<file path="src/verilog/diag_map.vh">
// constants for the transceiver control, fault and status block
// assumes a two-wire serial host and a 40 MHz system clock
//
// Operation
// [RULE1] transmitter off while disable input high
// [RULE2] undriven disable input reads as high
// [RULE3] host spaces disable assertions 10ms apart
// [RULE4] disable input cycle resets transmitter fault
// [RULE5] serial byte 110 bit 7 asserts disable
// [RULE6] soft bit 6 OR hardware pin disables
// [RULE7] laser fault raises fault, switches laser off
// [RULE8] fault output low normal, high on fault
// [RULE9] fault latched until disable toggle or power
// [RULE10] fault readable at byte 110 bit 2
// [RULE11] unsafe optical output feeds same fault latch
// [RULE12] loss output low adequate, high unusable
// [RULE13] loss state mirrored at byte 110 bit 1
// [RULE14] unused disable input tied to ground
// [RULE15] diagnostic bytes 0-255 at address 0xA2
// [RULE16] synchronise disable, clear on full toggle
`ifndef DIAG_MAP_VH
`define DIAG_MAP_VH

`define DIAG_DEV_ADDR 8'hA2
`define STATUS_CTRL_OFF 8'h6E
`define STAT_HW_DIS_BIT 7
`define STAT_SOFT_DIS_BIT 6
`define STAT_FAULT_BIT 2
`define STAT_LOST_BIT 1
`define DIS_SPACING_MS 10
`define CLK_HZ 40000000

`endif

</file>
<file path="src/verilog/diag_mem.v">
// 256-byte diagnostic memory with registered read data
// assumes one write port and one read port in the clk domain
module diag_mem (
    input wire clk,
    input wire wr_en,
    input wire [7:0] wr_addr,
    input wire [7:0] wr_data,
    input wire [7:0] rd_addr,
    output reg [7:0] rd_data
);
    reg [7:0] mem [0:255];

    always @(posedge clk) begin
        if (wr_en) begin
            mem[wr_addr] <= wr_data;
        end
        rd_data <= mem[rd_addr];
    end
endmodule

</file>
<file path="src/verilog/tx_control_fault_status.v">
// transmitter disable, latched fault and loss-of-signal logic with a
// two-wire serial slave for the diagnostic memory
// assumes scl and sda inputs are synchronous and far slower than clk
`include "diag_map.vh"

module tx_control_fault_status (
    input wire clk,
    input wire srst,
    input wire tx_disable_in,
    input wire laser_fault_in,
    input wire unsafe_output_in,
    input wire signal_absent_flag,
    input wire scl_in,
    input wire sda_in,
    output reg sda_out,
    output reg sda_oe,
    output reg tx_fault_out,
    output reg tx_fault_oe,
    output reg laser_enable,
    output reg receive_signal_lost
);
    localparam [6:0] S_IDLE = 7'h01;
    localparam [6:0] S_DEV = 7'h02;
    localparam [6:0] S_ADDR = 7'h04;
    localparam [6:0] S_WR = 7'h08;
    localparam [6:0] S_ACK = 7'h10;
    localparam [6:0] S_RD = 7'h20;
    localparam [6:0] S_RACK = 7'h40;
    localparam [7:0] DEV_ADDR = `DIAG_DEV_ADDR;

    reg dis_meta_reg;
    reg dis_sync_reg;
    reg fault_reg;
    reg fault_next;
    reg seen_high_reg;
    reg seen_high_next;
    reg soft_dis_reg;
    reg serial_dis_reg;
    reg [6:0] state_reg;
    reg [6:0] ret_reg;
    reg [3:0] cnt_reg;
    reg [7:0] shift_reg;
    reg [7:0] ptr_reg;
    reg scl_q_reg;
    reg sda_q_reg;
    reg wr_en_reg;
    reg [7:0] wr_addr_reg;
    reg [7:0] wr_data_reg;
    wire [7:0] mem_q;
    wire fault_event;
    wire disable_any;
    wire start_cond;
    wire stop_cond;
    wire scl_rise;
    wire scl_fall;

    // status/control byte as seen by the host
    function [7:0] status_byte;
        input hw_dis;
        input soft_dis;
        input fault;
        input lost;
        begin
            status_byte = 8'h00;
            status_byte[`STAT_HW_DIS_BIT] = hw_dis;
            status_byte[`STAT_SOFT_DIS_BIT] = soft_dis;
            status_byte[`STAT_FAULT_BIT] = fault;
            status_byte[`STAT_LOST_BIT] = lost;
        end
    endfunction

    diag_mem u_mem (
        .clk(clk),
        .wr_en(wr_en_reg),
        .wr_addr(wr_addr_reg),
        .wr_data(wr_data_reg),
        .rd_addr(ptr_reg),
        .rd_data(mem_q)
    );

    // disable pin synchroniser, reset high so a floating pin disables
    always @(posedge clk) begin
        if (srst) begin
            dis_meta_reg <= 1'b1; // RULE2
            dis_sync_reg <= 1'b1; // RULE16
        end else begin
            dis_meta_reg <= tx_disable_in;
            dis_sync_reg <= dis_meta_reg;
        end
    end

    assign fault_event = laser_fault_in | unsafe_output_in; // RULE11
    assign disable_any = dis_sync_reg | soft_dis_reg | serial_dis_reg; // RULE6

    // fault latch: cleared by a complete high-then-low disable toggle
    always @* begin
        fault_next = fault_reg;
        seen_high_next = seen_high_reg;
        if (fault_reg) begin
            if (dis_sync_reg) begin
                seen_high_next = 1'b1;
            end else if (seen_high_reg) begin
                fault_next = 1'b0; // RULE4
                seen_high_next = 1'b0; // RULE16
            end
        end else begin
            seen_high_next = 1'b0;
        end
        if (fault_event) begin
            fault_next = 1'b1; // RULE9
            seen_high_next = 1'b0;
        end
    end

    always @(posedge clk) begin
        if (srst) begin
            fault_reg <= 1'b0;
            seen_high_reg <= 1'b0;
            laser_enable <= 1'b0;
            tx_fault_out <= 1'b0;
            tx_fault_oe <= 1'b1;
            receive_signal_lost <= 1'b0;
        end else begin
            fault_reg <= fault_next;
            seen_high_reg <= seen_high_next;
            laser_enable <= ~(disable_any | fault_next); // RULE1 RULE7
            tx_fault_out <= 1'b0;
            tx_fault_oe <= ~fault_next; // RULE8
            receive_signal_lost <= signal_absent_flag; // RULE12
        end
    end

    assign start_cond = scl_in & scl_q_reg & sda_q_reg & ~sda_in;
    assign stop_cond = scl_in & scl_q_reg & ~sda_q_reg & sda_in;
    assign scl_rise = scl_in & ~scl_q_reg;
    assign scl_fall = ~scl_in & scl_q_reg;

    // two-wire serial slave for the diagnostic memory
    always @(posedge clk) begin
        if (srst) begin
            scl_q_reg <= 1'b1;
            sda_q_reg <= 1'b1;
            state_reg <= S_IDLE;
            ret_reg <= S_IDLE;
            cnt_reg <= 4'h0;
            shift_reg <= 8'h00;
            ptr_reg <= 8'h00;
            sda_out <= 1'b0;
            sda_oe <= 1'b0;
            wr_en_reg <= 1'b0;
            wr_addr_reg <= 8'h00;
            wr_data_reg <= 8'h00;
            soft_dis_reg <= 1'b0;
            serial_dis_reg <= 1'b0;
        end else begin
            scl_q_reg <= scl_in;
            sda_q_reg <= sda_in;
            sda_out <= 1'b0;
            wr_en_reg <= 1'b0;
            if (start_cond) begin
                state_reg <= S_DEV;
                cnt_reg <= 4'h0;
                sda_oe <= 1'b0;
            end else if (stop_cond) begin
                state_reg <= S_IDLE;
                sda_oe <= 1'b0;
            end else begin
                case (state_reg)
                    S_IDLE: begin
                        sda_oe <= 1'b0;
                    end
                    S_DEV, S_ADDR, S_WR: begin
                        if (scl_rise && cnt_reg != 4'h8) begin
                            shift_reg <= {shift_reg[6:0], sda_in};
                            cnt_reg <= cnt_reg + 4'h1;
                        end else if (scl_fall && cnt_reg == 4'h8) begin
                            cnt_reg <= 4'h0;
                            state_reg <= S_ACK;
                            sda_oe <= 1'b1;
                            if (state_reg == S_DEV) begin
                                if (shift_reg[7:1] == DEV_ADDR[7:1]) begin
                                    ret_reg <= shift_reg[0] ? S_RD : S_ADDR;
                                end else begin
                                    state_reg <= S_IDLE; // RULE15
                                    sda_oe <= 1'b0;
                                end
                            end else if (state_reg == S_ADDR) begin
                                ptr_reg <= shift_reg;
                                ret_reg <= S_WR;
                            end else begin
                                ret_reg <= S_WR;
                                ptr_reg <= ptr_reg + 8'h01;
                                wr_en_reg <= 1'b1;
                                wr_addr_reg <= ptr_reg;
                                wr_data_reg <= shift_reg;
                                if (ptr_reg == `STATUS_CTRL_OFF) begin
                                    serial_dis_reg <=
                                        shift_reg[`STAT_HW_DIS_BIT]; // RULE5
                                    soft_dis_reg <=
                                        shift_reg[`STAT_SOFT_DIS_BIT];
                                end
                            end
                        end
                    end
                    S_ACK: begin
                        if (scl_fall) begin
                            state_reg <= ret_reg;
                            cnt_reg <= 4'h0;
                            if (ret_reg == S_RD) begin
                                shift_reg <= (ptr_reg == `STATUS_CTRL_OFF) ?
                                    status_byte(dis_sync_reg | serial_dis_reg,
                                        soft_dis_reg, fault_reg, // RULE10
                                        signal_absent_flag) : mem_q; // RULE13
                                sda_oe <= (ptr_reg == `STATUS_CTRL_OFF) ?
                                    ~(dis_sync_reg | serial_dis_reg) :
                                    ~mem_q[7];
                            end else begin
                                sda_oe <= 1'b0;
                            end
                        end
                    end
                    S_RD: begin
                        if (scl_fall) begin
                            if (cnt_reg == 4'h7) begin
                                state_reg <= S_RACK;
                                sda_oe <= 1'b0;
                                ptr_reg <= ptr_reg + 8'h01;
                            end else begin
                                cnt_reg <= cnt_reg + 4'h1;
                                shift_reg <= {shift_reg[6:0], 1'b0};
                                sda_oe <= ~shift_reg[6];
                            end
                        end
                    end
                    S_RACK: begin
                        if (scl_rise) begin
                            if (sda_in) begin
                                state_reg <= S_IDLE;
                            end else begin
                                state_reg <= S_ACK;
                                ret_reg <= S_RD;
                            end
                        end
                    end
                    default: begin
                        state_reg <= S_IDLE;
                        sda_oe <= 1'b0;
                    end
                endcase
            end
        end
    end
endmodule

</file>
<file path="config.mk">
export PLATFORM = sky130hd
export DESIGN_NAME = tx_control_fault_status
export DESIGN_NICKNAME = d
export VERILOG_FILES = /design/src/verilog/diag_mem.v /design/src/verilog/tx_control_fault_status.v
export VERILOG_INCLUDE_DIRS = /design/src /design/src/verilog
export SDC_FILE = /design/constraint.sdc
export NUM_CORES = 2
export LEC_CHECK = 0
export BUFFER_PORTS_ARGS = -buffer_cell sky130_fd_sc_hd__buf_2
export CAP_MARGIN = 5
export CORE_AREA = 2 2 410 412
export CTS_BUF_LIST = sky130_fd_sc_hd__clkbuf_8
export DETAILED_ROUTE_END_ITERATION = 16
export DIE_AREA = 0 0 412 414
export GPL_TIMING_DRIVEN = 0
export PLACE_DENSITY_LB_ADDON = 0.25
export REMOVE_ABC_BUFFERS = 1
export SLEW_MARGIN = 20
export SYNTH_ARGS = -nofsm -noshare
export SYNTH_HDL_FRONTEND = slang
export SYNTH_SLANG_ARGS = --single-unit
</file>
<file path="constraint.sdc">
create_clock -name clk -period 4.3 [get_ports clk]
set_input_delay 0.215 -clock clk [delete_from_list [all_inputs] [get_ports clk]]
set_output_delay 0.215 -clock clk [all_outputs]
set_load 0.02 [all_outputs]
</file>
* Word level (Yosys, flattened, before mapping)
Memory sizes are Yosys's and may differ from the RTL's. A register that Yosys moved wholly into a read port is not among the register bits. Cells that the tools add are included.
Word-level totals: register bits after elaboration 63, RAM bits 2048, input bits 8, output and inout bits 6, logic and storage cells 165, memories kept 1
Cells by class: $add $sub $neg 2, equality and inequality tests 33, mux-type cells 58, bitwise gates (word level) 31, reductions and logical operators 19
Memories:
- u_mem.mem | depth 256, bits a word 8, read ports 1, clocked after Yosys merged registers in 1, wr ports 1, RTL line diag_mem.v:11 | reg [7:0] mem [0:255];
Operators with widths (number):
- $mux 8 | 12
- $mux 7 | 12
- $pmux 7 s5 | 1
- $reduce_and 8->1 | 4
- $ne 4x4->1 const B | 7
- $pmux 8 s3 | 1
- $ne 2x2->1 const B | 11
- $reduce_and 7->1 | 3
- $mux 4 | 5
- $not 1->1 | 19
- $mux 1 | 17
- $pmux 8 s2 | 1
- $mux 5 | 3
- $eq 7x6->1 const B | 2
- $eq 7x7->1 const B | 2
- $pmux 7 s2 | 1
- $pmux 4 s3 | 1
- $ne 3x3->1 const B | 3
- $reduce_or 3->1 | 3
- $add 8x1->8 const B | 1
- $eq 8x7->1 const B | 1
- $and 1x1->1 | 7
- $eq 7x1->1 const B | 1
- $eq 7x2->1 const B | 1
- other kinds (17) | 24

* Longest topological paths before layout
depth in word-level cells 8, gate-level depth with buffers 14, gate-level depth less buffers 8

* Cells and area by module
A second synthesis with hierarchy kept.
Second synthesis, totals: cells, all modules 4117, area, all modules 82746.9 sq um
By module, submodules not included:
- diag_mem | instances 1, cells an instance 3733, area an instance 79556.3 sq um, sequential area each 61659.1 sq um
- tx_control_fault_status | instances 1, cells an instance 384, area an instance 3190.6 sq um, sequential area each 1201.2 sq um

* Least setup slack after synthesis
No wires, ideal clock.
path kind reg2reg, start register wr_data_reg[0], end memory u_mem.mem[0][0] (data pin), library setup time 0.856 ns, data arrival time 3.397 ns, data required time 3.444 ns, slack 0.047 ns, stages on the path, launching flop included 1, path buffers 0, clock period less this slack 4.253 ns, cell sequence dfxtp_1
RTL lines:
- from (decl) | RTL line tx_control_fault_status.v:48 | reg [7:0] wr_data_reg;
- from (signal assigned) | RTL line tx_control_fault_status.v:195 | wr_data_reg <= shift_reg;
- to (decl) | RTL line diag_mem.v:11
Straight into the memory's write port.

==> run summary <==
Required time of the worst setup path - 5.01 ns
Slew @ Worst Pin - 1.16 ns
Slack of the worst reg-to-reg path - -0.001 ns
Peak Freq - 232 MHz
Library cells used by synthesis - 78
Initial antenna violation count - 4
Die height - 414 um
Worst Skew - 0.0982 ns
Initial standard-cell utilization of the core - 0.497
Count leader, synth - edfxtp_1
Signed area change from the synthesized netlist to the final layout - 13.2%
Power share of the sequential group - 0.582
Synthesis-stage register bit count - 2116
Area of the mapped netlist - 82600 um2
Die Outline Area - 171000 um2
Clock sink total - 2116
Number of ports placed on the die boundary - 14
Proportion of register bits with asynchronous set or reset after synthesis - 0
Residual overflow from global routing - 0
Count of endpoints failing hold in the final timing report - 0
1st-pass router iterations - 6
IO Port Bufs - 11
Top_reg_cell synth - edfxtp_1
Fraction of power spent switching nets - 0.207
Result of the run - finished, violations left
Pleak - 0.0233 uW
Warnings, synthesis - 0
Vias in the first global route - 42900
Total number of vias - 43300
Number of standard cells after synthesis - 4124
Critical Path Slowest Stage Cell - o311ai_1
Per-cell routed wire length - 33.0 um
Max clock buf depth - 4
Share of post-route cells with drive strength above 1 - 0.239
First-pass GRT wire length - 317000 um
Floorplan die width - 412 um
Number of CTS-inserted buffers - 352
Register with the most flip-flops - u_mem.mem
Largest area contributor in the synthesized netlist - edfxtp_1
Logic pwr share - 0.007
Cell Rows - 150
Root buffer selected by CTS - clkbuf_8
Antenna Violating Nets Remaining - 0
Tightest Hold Check Type - input port to register
Number of flip-flops under the largest register name - 2048
PwrDens - 409 nW/um2
CP endpoint kind - register
Final nets - 4388
RD Place Congestion - 0.854
DRT Wirelength - 226000 um
TritonCTS clock tree - built
Min Clock Period, post-route - 4.30 ns
Critical path's largest stage delay - 0.67 ns
Setup crit start kind - register
# H-tree levels - 5
Max FO, Critical Path - 33
Maximum number of pins on one net before global-route repair - 79
Switching pwr - 7910 uW
Share of the cycle needed by the critical path after routing - 1.00
Source-to-sink clock delay at the later pin of the worst-skew pair - 1.03 ns
Core region area - 166000 um2
Final slew viol count - 0
GR Util All Layers - 0.263
CP dominant cell by count - buf_16
Failing checks - setup timing
Data arrival at the endpoint of the critical path - 5.02 ns
Detailed Place HPWL - 138000 um
Synthesized area divided by synthesized cell count - 20.0 um2
Worst voltage drop across the vdd grid - 0.000331 V
Top cell type's share of synthesized area - 0.744
Final total power - 38300 uW
Leading post-synthesis cells by instance count - 2048 x edfxtp_1, 458 x mux4_2, 316 x nor2_1
Register area share after synthesis - 0.761
Min setup slack post-route - -0.00115 ns
CTS clk-pin slew, worst paths - 0.06 ns
Max-cap violations - 0
Number of design-rule violations left by the first detailed-router iteration - 6181
Detailed-route DRC error count - 0
Slew headroom - 0.216
Number of synthesized flops with an enable pin - 2048
Ranking of synthesized cells by area - edfxtp_1 74%, mux4_2 12%, mux2i_1 2.3%
Dpl ws - -1.21 ns
Number of filler cells placed in the layout - 12400
Setup repair after global routing missed its margin - false
Number of vias per cell after detailed routing - 6.34
Internal Power - 30400 uW
Final setup violation count - 1
WS Path Type - register to register
CP cell instances - buf_4 -> buf_16 -> buf_16 -> buf_16 -> mux4_2 -> a22oi_1 -> a31oi_1 -> a21boi_0 -> o311ai_1 -> nand3b_1
Clk pwr share - 0.412
-- through the flow --
step / instance area [um2] / setup TNS (ns) / hold slack, ns / utilization / cells
floorplan: 81300 / -516.15 / 0.284 / - / 3865
global placement: 84100 / -9490.43 / 0.397 / 0.506 / 6080
detailed placement: 86800 / -5.78 / 0.403 / 0.522 / 6192
CTS: 93400 / 0 / 0.0730 / 0.562 / 6823
global route: 93600 / 0 / 0.164 / 0.563 / 6830
finish: 93600 / -0.00115 / 0.174 / 0.563 / 6831
-- timing repair --
action / 4_1_cts / 5_1_grt
gates cloned: 6 / 2
pin swaps: 3 / 4
gates resized for setup: 20 / 6
setup buffers: 6 / 4
hold buffers: 16 / 0
hold endpoints to repair: 53 / 0
endpoints found under the setup margin: 8 / 6
-- worst max-delay path, delay by kind of cell, from the launching register on --
| family | cells | cell delay [ns] |
|---|---|---|
| compound gates | 4 | 1.41 |
| buf+inv | 4 | 1.08 |
| mux | 1 | 0.57 |
| simple gates | 1 | 0.45 |
| flops | 1 | 0.37 |
-- routing by layer --
| metal | vias to the layer above | wire (um) | global-route usage |
|---|---|---|---|
| li1 | 17700 | - | - |
| met1 | 22700 | 86300 | 0.367 |
| met2 | 2513 | 104000 | 0.393 |
| met3 | 488 | 24800 | 0.0718 |
| met4 | 0 | 10100 | 0.113 |
| met5 | - | 0 | 0 |
-- power by group through the flow --
stage	Combinational [uW]	Clock, uW	Sequential, uW
2_1_floorplan	178	0	22800
3_3_place_gp	248	0	22800
3_5_place_dp	232	0	22700
4_1_cts	260	15900	22300
5_1_grt	278	16800	22300
6_report	260	15800	22300
-- final cells by class --
type / instances / area, um2 / area share
inverter: 14 / 70.1 / 0.000749
sequential: 2116 / 62900 / 0.672
timing repair buffer: 157 / 3030 / 0.0323
antenna: 2 / 5.00 / 0.0000535
clock inverter: 237 / 1030 / 0.0110
clock buffer: 366 / 5040 / 0.0538
tap: 2204 / 2760 / 0.0295
multi-input combinational: 1735 / 18700 / 0.200
-- logic make-up after synthesis --
logic type               count (synthesis)  synth area share
AO/OA/AOI/OAI                          437            0.0375
AND/OR/NAND/NOR                        629            0.0344
XOR/XNOR                                 1          0.000106
flip-flops                            2116             0.761
buffers and inverters                  274            0.0168
other                                    1         0.0000454
adder cells (fa/ha/maj)                  4          0.000606
multiplexers                           662             0.150
-- worst paths after layout --
kind | depth (start not counted) | to | startpoint
worst max-delay path | 10 | u_mem.rd_data[2] | ptr_reg[0]
worst min-delay path | 4 | shift_reg[0] | sda_in
worst max register to register | 10 | u_mem.rd_data[2] | ptr_reg[0]
worst min register to register | 1 | dis_sync_reg | dis_meta_reg
-- placed cells by master, fill, tap and decap left out, drive strengths merged, types with 23 or more instances in the layout --
cell type | synthesis | routed
o221ai | 32 | 32
mux2i | 187 | 187
dfxtp | 68 | 68
clkbuf | 139 | 368
edfxtp | 2048 | 2048
a211oi | 25 | 25
nor2 | 316 | 316
mux4 | 458 | 458
inv | 12 | 136
nor2b | 23 | 23
a21oi | 94 | 94
nand2 | 122 | 122
o22ai | 26 | 26
a22oi | 64 | 64
clkinv | 2 | 106
buf | 121 | 133
o21ai | 45 | 45
nand3 | 57 | 57
a221oi | 44 | 44
No activity file was read; power rests on OpenSTA's default activity.
